--- src/common/split_timer_pkg.sv ---
// Shared constants and types for the split capture timer
package split_timer_pkg;

  // ---------------------------------------------------------------
  // Register indices (byte address is four times the index)
  // ---------------------------------------------------------------
  localparam int ADDR_W = 12;
  localparam logic [7:0] IDX_CTRL = 8'hb9;
  localparam logic [7:0] IDX_RELOAD_LOW = 8'hba;
  localparam logic [7:0] IDX_RELOAD_HIGH = 8'hbb;
  localparam logic [7:0] IDX_COUNT_LOW = 8'hbc;
  localparam logic [7:0] IDX_COUNT_HIGH = 8'hbd;
  localparam logic [7:0] IDX_IRQ_STATUS = 8'hbe;
  localparam logic [7:0] IDX_IRQ_MASK = 8'hbf;

  // ---------------------------------------------------------------
  // Field layouts and reset values
  // ---------------------------------------------------------------
  localparam logic [7:0] BYTE_MAX = 8'hff;
  localparam logic [7:0] BYTE_RESET = 8'h00;
  localparam logic [7:0] BYTE_ONE = 8'h01;
  localparam int ST_W = 2;
  localparam int ST_LOW = 0;
  localparam int ST_HIGH = 1;
  localparam logic [ST_W-1:0] ST_RESET = 2'h0;
  localparam logic [31:0] WORD_RESET = 32'h0000_0000;

  typedef struct packed {
    logic high_irq_flag;
    logic low_irq_flag;
    logic low_irq_enable;
    logic split_select;
    logic high_capture_select;
    logic low_capture_select;
    logic high_run;
    logic low_run;
  } ctrl_t;

  localparam ctrl_t CTRL_RESET = 8'h00;

  typedef struct packed {
    logic psel;
    logic penable;
    logic pwrite;
    logic [ADDR_W-1:0] paddr;
    logic [31:0] pwdata;
  } apb_req_t;

  typedef struct packed {
    logic pready;
    logic pslverr;
    logic [31:0] prdata;
  } apb_rsp_t;

endpackage

--- src/verilog/split_capture_timer_control.sv ---
// Split 16-bit / dual 8-bit capture and auto-reload timer with APB registers
// Function
// - High flag sets on high-half or wide overflow, or on its capture event.
// - High flag is never cleared by hardware, only by software writing zero.
// - Low flag sets on low-half overflow in timer mode or low capture in split mode.
// - Low flag is never cleared by hardware, only by software.
// - In wide timer mode low-byte overflow still sets the low flag.
// - Wide capture mode: full overflow sets low flag as seventeenth bit.
// - Wide capture mode: capture event sets only the high flag.
// - Interrupt request timer_irq is high flag or low flag with low enable.
// - Split select zero: one 16-bit timer under the low-half controls.
// - Split select one: both 8-bit halves run independently.
// - High capture select acts in split mode only, ignored in wide mode.
// - Low capture select sets low half, or whole wide timer, to capture.
// - Low run enables low half, or the whole timer in wide mode.
// - High run enables the high half in split mode.
// - Capture/reload bytes hold captured count or reload value by mode.
// - Capture/reload bytes are not double buffered; writes act at once.
`timescale 1ns/1ns
module split_capture_timer_control (
  input wire logic core_clk,
  input wire logic rst,
  input wire split_timer_pkg::apb_req_t apb_req,
  output split_timer_pkg::apb_rsp_t apb_rsp,
  input wire logic cap_low_trig,
  input wire logic cap_high_trig,
  output logic timer_irq,
  output logic irq
);

  // ---------------------------------------------------------------
  // State
  // ---------------------------------------------------------------
  split_timer_pkg::ctrl_t ctrl_q, ctrl_d;
  logic [7:0] reload_low_q, reload_low_d;
  logic [7:0] reload_high_q, reload_high_d;
  logic [7:0] count_low_q, count_low_d;
  logic [7:0] count_high_q, count_high_d;
  logic [split_timer_pkg::ST_W-1:0] stat_q, stat_d;
  logic [split_timer_pkg::ST_W-1:0] mask_q, mask_d;
  split_timer_pkg::apb_rsp_t rsp_q, rsp_d;
  logic timer_irq_q, timer_irq_d;
  logic irq_q, irq_d;

  // ---------------------------------------------------------------
  // Bus decode
  // ---------------------------------------------------------------
  logic [7:0] idx;
  logic aligned;
  logic hit;
  logic setup;
  logic wr;
  logic wr_ctrl, wr_rl, wr_rh, wr_cl, wr_ch, wr_st, wr_mk;
  logic [7:0] wbyte;

  assign idx = apb_req.paddr[9:2];
  assign aligned = (apb_req.paddr[1:0] == 2'h0) && (apb_req.paddr[11:10] == 2'h0);
  assign hit = aligned && (idx >= split_timer_pkg::IDX_CTRL) && (idx <= split_timer_pkg::IDX_IRQ_MASK);
  assign setup = apb_req.psel && !apb_req.penable;
  assign wr = apb_req.psel && apb_req.penable && apb_req.pwrite && rsp_q.pready && hit;
  assign wbyte = apb_req.pwdata[7:0];
  assign wr_ctrl = wr && (idx == split_timer_pkg::IDX_CTRL);
  assign wr_rl = wr && (idx == split_timer_pkg::IDX_RELOAD_LOW);
  assign wr_rh = wr && (idx == split_timer_pkg::IDX_RELOAD_HIGH);
  assign wr_cl = wr && (idx == split_timer_pkg::IDX_COUNT_LOW);
  assign wr_ch = wr && (idx == split_timer_pkg::IDX_COUNT_HIGH);
  assign wr_st = wr && (idx == split_timer_pkg::IDX_IRQ_STATUS);
  assign wr_mk = wr && (idx == split_timer_pkg::IDX_IRQ_MASK);

  // ---------------------------------------------------------------
  // Timer events
  // ---------------------------------------------------------------
  logic split;
  logic cap_h_mode;
  logic run_h;
  logic lo_ovf, hi_inc, hi_ovf;
  logic cap_l_ev, cap_h_ev;
  logic set_h, set_l;
  logic reload_l, reload_h;

  always_comb begin
    split = ctrl_q.split_select;
    cap_h_mode = split ? ctrl_q.high_capture_select : ctrl_q.low_capture_select;
    run_h = split && ctrl_q.high_run;
    lo_ovf = ctrl_q.low_run && (count_low_q == split_timer_pkg::BYTE_MAX);
    hi_inc = split ? run_h : lo_ovf;
    hi_ovf = hi_inc && (count_high_q == split_timer_pkg::BYTE_MAX);
    cap_l_ev = ctrl_q.low_capture_select && cap_low_trig;
    cap_h_ev = split ? (ctrl_q.high_capture_select && cap_high_trig) : cap_l_ev;
    set_h = cap_h_mode ? cap_h_ev : hi_ovf;
    if (split) begin
      set_l = ctrl_q.low_capture_select ? cap_l_ev : lo_ovf;
    end else begin
      set_l = ctrl_q.low_capture_select ? hi_ovf : lo_ovf;
    end
    reload_l = !ctrl_q.low_capture_select && (split ? lo_ovf : hi_ovf);
    reload_h = !cap_h_mode && hi_ovf;
  end

  // ---------------------------------------------------------------
  // Register next values
  // ---------------------------------------------------------------
  always_comb begin
    ctrl_d = ctrl_q;
    if (wr_ctrl) begin
      ctrl_d = wbyte;
    end
    ctrl_d.high_irq_flag = set_h || (wr_ctrl ? wbyte[7] : ctrl_q.high_irq_flag);
    ctrl_d.low_irq_flag = set_l || (wr_ctrl ? wbyte[6] : ctrl_q.low_irq_flag);

    reload_low_d = wr_rl ? wbyte : reload_low_q;
    reload_high_d = wr_rh ? wbyte : reload_high_q;
    if (cap_l_ev) begin
      reload_low_d = count_low_q;
    end
    if (cap_h_ev) begin
      reload_high_d = count_high_q;
    end

    if (wr_cl) begin
      count_low_d = wbyte;
    end else if (reload_l) begin
      count_low_d = reload_low_q;
    end else if (ctrl_q.low_run) begin
      count_low_d = count_low_q + split_timer_pkg::BYTE_ONE;
    end else begin
      count_low_d = count_low_q;
    end

    if (wr_ch) begin
      count_high_d = wbyte;
    end else if (reload_h) begin
      count_high_d = reload_high_q;
    end else if (hi_inc) begin
      count_high_d = count_high_q + split_timer_pkg::BYTE_ONE;
    end else begin
      count_high_d = count_high_q;
    end

    stat_d = stat_q & ~(wr_st ? apb_req.pwdata[split_timer_pkg::ST_W-1:0] : split_timer_pkg::ST_RESET);
    stat_d[split_timer_pkg::ST_HIGH] = stat_d[split_timer_pkg::ST_HIGH] || set_h;
    stat_d[split_timer_pkg::ST_LOW] = stat_d[split_timer_pkg::ST_LOW] || set_l;
    mask_d = wr_mk ? apb_req.pwdata[split_timer_pkg::ST_W-1:0] : mask_q;

    timer_irq_d = ctrl_d.high_irq_flag || (ctrl_d.low_irq_flag && ctrl_d.low_irq_enable);
    irq_d = |(stat_d & mask_d);
  end

  // ---------------------------------------------------------------
  // APB answer
  // ---------------------------------------------------------------
  always_comb begin
    rsp_d = rsp_q;
    rsp_d.pready = setup;
    rsp_d.pslverr = setup && !hit;
    if (setup) begin
      rsp_d.prdata = split_timer_pkg::WORD_RESET;
      if (hit && !apb_req.pwrite) begin
        unique case (idx)
          split_timer_pkg::IDX_CTRL: rsp_d.prdata[7:0] = ctrl_q;
          split_timer_pkg::IDX_RELOAD_LOW: rsp_d.prdata[7:0] = reload_low_q;
          split_timer_pkg::IDX_RELOAD_HIGH: rsp_d.prdata[7:0] = reload_high_q;
          split_timer_pkg::IDX_COUNT_LOW: rsp_d.prdata[7:0] = count_low_q;
          split_timer_pkg::IDX_COUNT_HIGH: rsp_d.prdata[7:0] = count_high_q;
          split_timer_pkg::IDX_IRQ_STATUS: rsp_d.prdata[split_timer_pkg::ST_W-1:0] = stat_q;
          split_timer_pkg::IDX_IRQ_MASK: rsp_d.prdata[split_timer_pkg::ST_W-1:0] = mask_q;
          default: rsp_d.prdata = split_timer_pkg::WORD_RESET;
        endcase
      end
    end
  end

  // ---------------------------------------------------------------
  // Flip-flops
  // ---------------------------------------------------------------
  always_ff @(posedge core_clk) begin
    if (rst) begin
      ctrl_q <= split_timer_pkg::CTRL_RESET;
      reload_low_q <= split_timer_pkg::BYTE_RESET;
      reload_high_q <= split_timer_pkg::BYTE_RESET;
      count_low_q <= split_timer_pkg::BYTE_RESET;
      count_high_q <= split_timer_pkg::BYTE_RESET;
      stat_q <= split_timer_pkg::ST_RESET;
      mask_q <= split_timer_pkg::ST_RESET;
      rsp_q <= '0;
      timer_irq_q <= 1'b0;
      irq_q <= 1'b0;
    end else begin
      ctrl_q <= ctrl_d;
      reload_low_q <= reload_low_d;
      reload_high_q <= reload_high_d;
      count_low_q <= count_low_d;
      count_high_q <= count_high_d;
      stat_q <= stat_d;
      mask_q <= mask_d;
      rsp_q <= rsp_d;
      timer_irq_q <= timer_irq_d;
      irq_q <= irq_d;
    end
  end

  assign apb_rsp = rsp_q;
  assign timer_irq = timer_irq_q;
  assign irq = irq_q;

  // ---------------------------------------------------------------
  // Assertions
  // ---------------------------------------------------------------
  property p_high_set;
    @(posedge core_clk) disable iff (rst)
      (hi_ovf && !cap_h_mode) |=> ctrl_q.high_irq_flag;
  endproperty
  a_high_set: assert property (p_high_set) else $error("high flag not set on overflow");

  property p_high_sticky;
    @(posedge core_clk) disable iff (rst)
      (ctrl_q.high_irq_flag && !(wr_ctrl && !wbyte[7])) |=> ctrl_q.high_irq_flag;
  endproperty
  a_high_sticky: assert property (p_high_sticky) else $error("high flag cleared by hardware");

  property p_low_set_split;
    @(posedge core_clk) disable iff (rst)
      (split && ((!ctrl_q.low_capture_select && lo_ovf) || cap_l_ev)) |=> ctrl_q.low_irq_flag;
  endproperty
  a_low_set_split: assert property (p_low_set_split) else $error("low flag not set in split mode");

  property p_low_sticky;
    @(posedge core_clk) disable iff (rst)
      (ctrl_q.low_irq_flag && !(wr_ctrl && !wbyte[6])) |=> ctrl_q.low_irq_flag;
  endproperty
  a_low_sticky: assert property (p_low_sticky) else $error("low flag cleared by hardware");

  property p_wide_low_ovf;
    @(posedge core_clk) disable iff (rst)
      (!split && !ctrl_q.low_capture_select && lo_ovf) |=> ctrl_q.low_irq_flag;
  endproperty
  a_wide_low_ovf: assert property (p_wide_low_ovf) else $error("low byte overflow lost in wide mode");

  property p_wide_cap17;
    @(posedge core_clk) disable iff (rst)
      (!split && ctrl_q.low_capture_select && hi_ovf) |=> ctrl_q.low_irq_flag;
  endproperty
  a_wide_cap17: assert property (p_wide_cap17) else $error("wide capture overflow not flagged");

  property p_wide_cap_high_only;
    @(posedge core_clk) disable iff (rst)
      (!split && cap_l_ev && !hi_ovf && !ctrl_q.low_irq_flag && !wr_ctrl)
        |=> (ctrl_q.high_irq_flag && !ctrl_q.low_irq_flag);
  endproperty
  a_wide_cap_high_only: assert property (p_wide_cap_high_only) else $error("wide capture set wrong flag");

  property p_irq_combine;
    @(posedge core_clk) disable iff (rst)
      ##1 (timer_irq == (ctrl_q.high_irq_flag || (ctrl_q.low_irq_flag && ctrl_q.low_irq_enable)));
  endproperty
  a_irq_combine: assert property (p_irq_combine) else $error("interrupt request mismatch");

  property p_reload_low;
    @(posedge core_clk) disable iff (rst)
      (split && lo_ovf && !ctrl_q.low_capture_select && !wr_cl) |=> (count_low_q == $past(reload_low_q));
  endproperty
  a_reload_low: assert property (p_reload_low) else $error("low half not reloaded");

  property p_capture_low;
    @(posedge core_clk) disable iff (rst)
      cap_l_ev |=> (reload_low_q == $past(count_low_q));
  endproperty
  a_capture_low: assert property (p_capture_low) else $error("low capture value wrong");

  property p_high_hold;
    @(posedge core_clk) disable iff (rst)
      (split && !ctrl_q.high_run && !wr_ch) |=> $stable(count_high_q);
  endproperty
  a_high_hold: assert property (p_high_hold) else $error("stopped high half moved");

endmodule // split_capture_timer_control

--- config.mk ---
export PLATFORM = sky130hd
export DESIGN_NAME = split_capture_timer_control
export DESIGN_NICKNAME = d
export VERILOG_FILES = /design/src/common/split_timer_pkg.sv /design/src/verilog/split_capture_timer_control.sv
export SDC_FILE = /design/constraint.sdc
export NUM_CORES = 1
export LEC_CHECK = 0
export BUFFER_PORTS_ARGS = -buffer_cell sky130_fd_sc_hd__buf_2
export CAP_MARGIN = 20
export CORE_ASPECT_RATIO = 1.5
export CORE_UTILIZATION = 50
export DETAILED_ROUTE_END_ITERATION = 7
export PLACE_DENSITY = 0.76
export REMOVE_ABC_BUFFERS = 1
export SYNTH_ARGS = -nofsm -noshare
export SYNTH_HDL_FRONTEND = slang
export SYNTH_SLANG_ARGS = --single-unit
--- constraint.sdc ---
create_clock -name core_clk -period 4.35 [get_ports core_clk]
set_clock_uncertainty 0.2 [all_clocks]
set_input_delay 1.305 -clock core_clk [delete_from_list [all_inputs] [get_ports core_clk]]
set_output_delay 1.305 -clock core_clk [all_outputs]
set_load 0.03 [all_outputs]
==> metrics.txt, run 1 <==
outcome=complete, no violations; final setup margin=1.002 ns; final cell count without fillers=510; Root Buffer Master=clkbuf_8; Setup WS pre-CTS=0.6709 ns; Core Area=0.006805 mm^2; initial DRC count=289; hold endpoint=apb_rsp[6]$_SDFFE_PP0P_; Mapped Cells=414; cell taking the most area after synthesis=dfxtp_1; Slowest-stage cell, CP=or3_1; Yosys reg bits=56; CTS HTree Levels=2; hpwl dp=6989 um; top cell type's share of synthesized area=32.07%; Initial DRT Pass Iterations=4; top cells by area, synth=dfxtp_1 32%, mux2i_1 7.7%, buf_4 5.2%; crit-path cells=buf_2 > or4_4 > or3_4 > or3_1 > mux2i_1 > a211oi_1; max-slew violation count=0; unique cell type count in the Yosys netlist=63; die area=0.007337 mm^2; Yosys warning total=0; Placer Congestion=0.9149; Startpoint Class=primary input; fin crit share=76.97%; Hold Path Class=flip-flop to flip-flop; Finished Cell Area=0.003690 mm^2; Syn Area/Cell=8.444 um^2; hold_sp=apb_rsp[6]$_SDFFE_PP0P_; # setup viols final=0; R2R depth=6; Via Count=3295; Max stage delay on crit path=0.58 ns; DRT antenna net count=0; Residual DRC=0; ant diodes=0; Top FF cell, synth=dfxtp_1; number of clock sinks=56; Fmax=298.7 MHz; hold buffers post-CTS=0; Worst R2R End=count_high_q[5]$_SDFFE_PP0P_; CP Class=primary input to flip-flop; initial antenna violation count=0; DR vias/cell=6.461; CP Capture Type=flip-flop; GR Util All Layers=26.61%; mean routed wirelength per cell=18.87 um; Synth top cells by count=56 x dfxtp_1, 38 x nor2_1, 29 x nand3_1, 28 x nand2_1, 27 x mux2i_1; I/O Buffers=38; Area Growth Syn to Fin=5.548%; first-pass GRT wire length=15440 um; Final min period=3.348 ns; cts repair resizes=0; Post-Syn Area=0.003496 mm^2; layout cells sized above 1=16.20%; Synth async-reset ratio=0%; crit-path max FO=8; EDFF count, synth=0; Initial Util=51.37%; RSZ-0062 raised after global routing=false; CTS Buffer Depth=2; setup bufs post-CTS=0; vias in the first global route=3023; worst path required time=4.38 ns; clock slew at reported path FFs=0.10 ns; Slew @ Worst Pin=0.8761 ns; Post-Place Cells=502; CTS tree=done; most frequent cell after synthesis=dfxtp_1; Worst R2R Setup Slack=1.66 ns; final setup TNS=0 ns; largest net degree at the start of global routing=30; placed cell areas=0.003582 mm^2; row cnt=37; Seq/Total Area, Yosys=32.07%; Reg-to-Reg Start=count_low_q[0]$_SDFFE_PP0P_; LEAKAGE=1.435 nW; Congestion Overflow GR=0; drt total wl=9622 um; Final Hold Fails=0; Worst slew margin=41.15%; Die H=104.4 um; Max VDD drop=0.0001389 V; Hold Crit Depth=1; total of max-cap violations=0; I/O Pins=87; CP arrival=3.38 ns; Final Net Count=484; Power Density=257.3 mW/mm^2; clk_lat worst skew=0.31 ns; Num CTS Buffers=5; Die Width=70.27 um
[cell families after synthesis]
kind of cell | Yosys count | synth area share [%]
xor gates and xnor gates | 9 | 2.255
DFF | 56 | 32.07
and+or+nand+nor | 143 | 21.12
AOI/OAI and AO/OA | 103 | 22.41
buffers and inverters | 63 | 9.735
adders and majority gates | 2 | 0.7157
other | 1 | 0.1073
muxes | 37 | 11.60
[power by group]
| group | total (W) | leakage [nW] | switching (W) | internal [W] |
|---|---|---|---|---|
| clock | 0.000346 | 0.0552 | 0.000175 | 0.000171 |
| sequential | 0.000513 | 0.451 | 0.000000252 | 0.000513 |
| combinational | 0.0000900 | 0.929 | 0.0000713 | 0.0000187 |
[sequential cells by signal, summed over array words and instances, names as in the netlist]
name,cells
apb_rsp,10
count_high_q,8
count_low_q,8
ctrl_q,7
irq,1
mask_q,2
reload_high_q,8
reload_low_q,8
split,1
stat_q,2
timer_irq,1
[worst max-delay path by stage]
stage	from	to	slack, ns	cells after the start
final	apb_req[33]	reload_high_q[0]$_SDFFE_PP0P_	1.00	6
after global routing	apb_req[33]	reload_low_q[4]$_SDFFE_PP0P_	0.92	6
after CTS	apb_req[33]	reload_high_q[5]$_SDFFE_PP0P_	1.00	6
after detailed placement	apb_req[33]	reload_high_q[0]$_SDFFE_PP0P_	0.67	6
after global placement	apb_req[33]	reload_high_q[7]$_SDFFE_PP0P_	0.72	6
after floorplan	apb_req[33]	reload_high_q[0]$_SDFFE_PP0P_	0.99	5
[critical path, delay by kind of cell]
family          cells  cell delay (ns)
mux                 1             0.20
simple gates        3             1.51
buf+inv             1             0.10
compound gates      1             0.25
[per-layer routing]
layer | vias up | routed length (um) | GRT usage [%]
met5 | - | 0 | 0
met1 | 1553 | 3658 | 31.75
li1 | 1530 | - | -
met4 | 0 | 729 | 18.29
met3 | 50 | 578 | 3.391
met2 | 162 | 4655 | 43.54
[metrics by stage]
stage	total power [W]	util (%)	hold WS, ns
2_1_floorplan	0.0005722	-	0.2566
3_3_place_gp	0.0006125	52.64	0.2468
3_5_place_dp	0.0006132	52.64	0.2541
4_1_cts	0.0009509	54.22	0.2779
5_1_grt	0.0009788	54.22	0.2886
6_report	0.0009492	54.22	0.2707
[layout by cell type (no fill, tap or decap), types with 4 or more instances in the layout]
| cell | Yosys | layout |
|---|---|---|
| dfxtp_1 | 56 | 56 |
| nor2_1 | 38 | 38 |
| buf_2 | 5 | 38 |
| nand3_1 | 29 | 29 |
| nand2_1 | 28 | 28 |
| mux2i_1 | 27 | 27 |
| conb_1 | 1 | 24 |
| a21oi_1 | 14 | 14 |
| a211oi_1 | 13 | 13 |
| inv_1 | 10 | 10 |
| o21ai_0 | 8 | 8 |
| mux2_2 | 8 | 8 |
| a22oi_1 | 8 | 8 |
| o22ai_1 | 7 | 7 |
| a311oi_1 | 7 | 7 |
| nand4_1 | 6 | 6 |
| and3_1 | 6 | 6 |
| xor2_1 | 6 | 6 |
| nor3_1 | 6 | 6 |
| a32o_1 | 6 | 6 |
| nand3b_1 | 5 | 5 |
| o211ai_1 | 5 | 5 |
| clkbuf_8 | 0 | 5 |
| nand2b_1 | 4 | 4 |
| o31ai_1 | 4 | 4 |
| o31a_1 | 4 | 4 |
[layout make-up]
type,instances,area (um^2)
Fill cell,650,3115
Multi-Input combinational cell,318,2121
Sequential cell,56,1121
Timing Repair Buffer,40,205.2
Tap cell,78,97.59
Clock buffer,6,72.57
Inverter,10,37.54
Clock inverter,2,35.03
Note: power is estimated with default switching activity, not from simulation.
==> inputs of run 2 (changes only) <==
- ABC_AREA: unset -> 1
- PLACE_DENSITY: 0.76 -> 0.75
- clock period: 4.35 -> 3.22 ns (I/O delays scaled with it)
==> metrics.txt, run 2 <==
outcome=complete, no violations; layout cells sized above 1=12.14%; Synth top cells by count=187 x nand2_1, 73 x nor2_1, 72 x inv_1, 56 x dfxtp_1, 53 x o21ai_0; adder and majority cell fraction of the synthesized area=0.6770%; total of max-cap violations=0; Mapped Cells=612; EDFF count, synth=0; Core Area=0.007179 mm^2; main combinational cell family by area after synthesis=simple AND/OR/NAND/NOR gates; area share of and/or/nand/nor cells after synthesis=40.69%; CP Capture Type=flip-flop; multiplexer area fraction after synthesis=0%; setup bufs post-CTS=0; Hold Path Class=flip-flop to flip-flop; drt total wl=10320 um; most frequent cell after synthesis=nand2_1; GR Util All Layers=28.20%; Max VDD drop=0.0002205 V; die area=0.007747 mm^2; Congestion Overflow GR=0; fin crit share=78.75%; RSZ-0062 raised after global routing=false; top cells by area, synth=dfxtp_1 30%, nand2_1 19%, nor2_1 7.4%; Fmax=394.4 MHz; CP arrival=2.61 ns; hold buffers post-CTS=0; hpwl dp=8079 um; Die H=107.3 um; R2R depth=11; unique cell type count in the Yosys netlist=30; Synth async-reset ratio=0%; Final min period=2.536 ns; Residual DRC=0; first-pass GRT wire length=16860 um; top cell type's share of synthesized area=30.33%; ant diodes=0; Final Net Count=704; Worst R2R Setup Slack=0.68 ns; row cnt=38; Setup WS pre-CTS=0.3949 ns; Seq/Total Area, Yosys=30.33%; Area Growth Syn to Fin=8.565%; Syn Area/Cell=6.039 um^2; vias in the first global route=3539; DR vias/cell=5.115; total power=0.001228 W; final setup margin=0.6844 ns; CTS tree=done; worst hold slack=0.2655 ns; fraction of synthesized cell area in xor and xnor cells=2.370%; I/O Pins=87; I/O Buffers=38; Slowest-stage cell, CP=dfxtp_1; Max stage delay on crit path=0.45 ns; post-synthesis compound-gate area fraction=11.07%; register area=0.001121 mm^2; worst path required time=3.29 ns; Yosys warning total=0; LEAKAGE=1.972 nW; Via Count=3841; # setup viols final=0; Startpoint Class=flip-flop; Final Hold Fails=0; clock slew at reported path FFs=0.10 ns; max-slew violation count=0; Yosys reg bits=56; Hold Crit Depth=2; DRT antenna net count=0; initial DRC count=366; Placer Congestion=0.9915; area of the multi-input gates=0.002116 mm^2; number of clock sinks=56; Power Density=306.1 mW/mm^2; Initial Util=51.48%; Initial DRT Pass Iterations=5; CTS Buffer Depth=2; cell taking the most area after synthesis=dfxtp_1; crit-path cells=ha_1 > nand2_1 > nor2_1 > nand3_1 > nand2_1 > nand3_1 > nand2_1 > inv_1 > nand2_1 > nand2_1 > nand2_1; largest net degree at the start of global routing=33; final setup TNS=0 ns; cts repair resizes=0; mean routed wirelength per cell=13.75 um; Fillers=763; CTS HTree Levels=2; Post-Syn Area=0.003696 mm^2; crit-path max FO=12; Top FF cell, synth=dfxtp_1; most frequent cells in the layout=187 x nand2_1, 73 x nor2_1, 72 x inv_1, 56 x dfxtp_1, 53 x o21ai_0; CP Class=flip-flop to flip-flop; Die Width=72.20 um; Root Buffer Master=clkbuf_8; commonest non-fill, non-tap cell in the layout=nand2_1; initial antenna violation count=0; Num CTS Buffers=5; Most common cell on crit path=nand2_1; clk_lat worst skew=0.32 ns; max reg flops=10
## run 2: cell types whose count changed in the layout (fill, tap and decap cells not counted), moves of 8 or more
cell / delta
inv_1: +62
a21oi_1: +10
nor2_1: +35
nand3_1: +16
mux2_2: -8
o21ai_0: +45
nand2_1: +159
nand4_1: +11
mux2i_1: -27
a22oi_1: -8
a211oi_1: -13
## run 2: kinds of logic after synthesis
group / after synthesis
buffers and inverters: 117
and+or+nand+nor: 346
DFF: 56
adders and majority gates: 2
other: 1
xor gates and xnor gates: 10
AOI/OAI and AO/OA: 80
## run 2: worst max-delay path, delay by kind of cell (launching register included)
| family | cells | cell delay [ns] |
|---|---|---|
| DFF | 1 | 0.45 |
| adders and majority gates | 1 | 0.21 |
| and+or+nand+nor | 9 | 1.52 |
| buffers and inverters | 1 | 0.09 |
## run 2: final timing paths
check                                                 start                      end
worst min register to register      apb_rsp[1]$_SDFFE_PP0P_  apb_rsp[1]$_SDFFE_PP0P_
worst max register to register  count_low_q[0]$_SDFFE_PP0P_     timer_irq$_SDFF_PP0_
worst min-delay path                apb_rsp[1]$_SDFFE_PP0P_  apb_rsp[1]$_SDFFE_PP0P_
worst max-delay path            count_low_q[0]$_SDFFE_PP0P_     timer_irq$_SDFF_PP0_
## run 2: report_power, final
group          total (W)  switching (W)  leakage [nW]  internal [W]
Sequential      0.000693    0.000000324         0.451      0.000693
Clock           0.000423       0.000231        0.0503      0.000192
Combinational   0.000112      0.0000880          1.47     0.0000237
Total            0.00123       0.000319          1.97      0.000909
## run 2: layer usage
| metal | routed length, um | share of wire [%] | global-route usage (%) | up-vias |
|---|---|---|---|---|
| met3 | 572 | 5.5 | 3.933 | 22 |
| met1 | 4162 | 40 | 33.41 | 1714 |
| met4 | 424 | 4.1 | 13.31 | 0 |
| li1 | - | - | - | 1958 |
| met5 | 0 | 0 | 0 | - |
| met2 | 5165 | 50 | 49.20 | 147 |
## run 2: final cells by class
class	instances	share of cell area, %
multi-input cells	462	52.73
flip-flops and latches	56	27.94
inverters	79	7.390
repair buffers	47	6.423
well taps	100	3.118
clock buffers	7	2.401
## run 2: metrics by stage
step           util, %  instance area, um^2  instances
2_1_floorplan        -                 3533        597
3_3_place_gp     54.55                 3916        744
3_5_place_dp     54.55                 3916        744
4_1_cts          55.89                 4013        751
5_1_grt          55.89                 4013        751
6_report         55.89                 4013        751
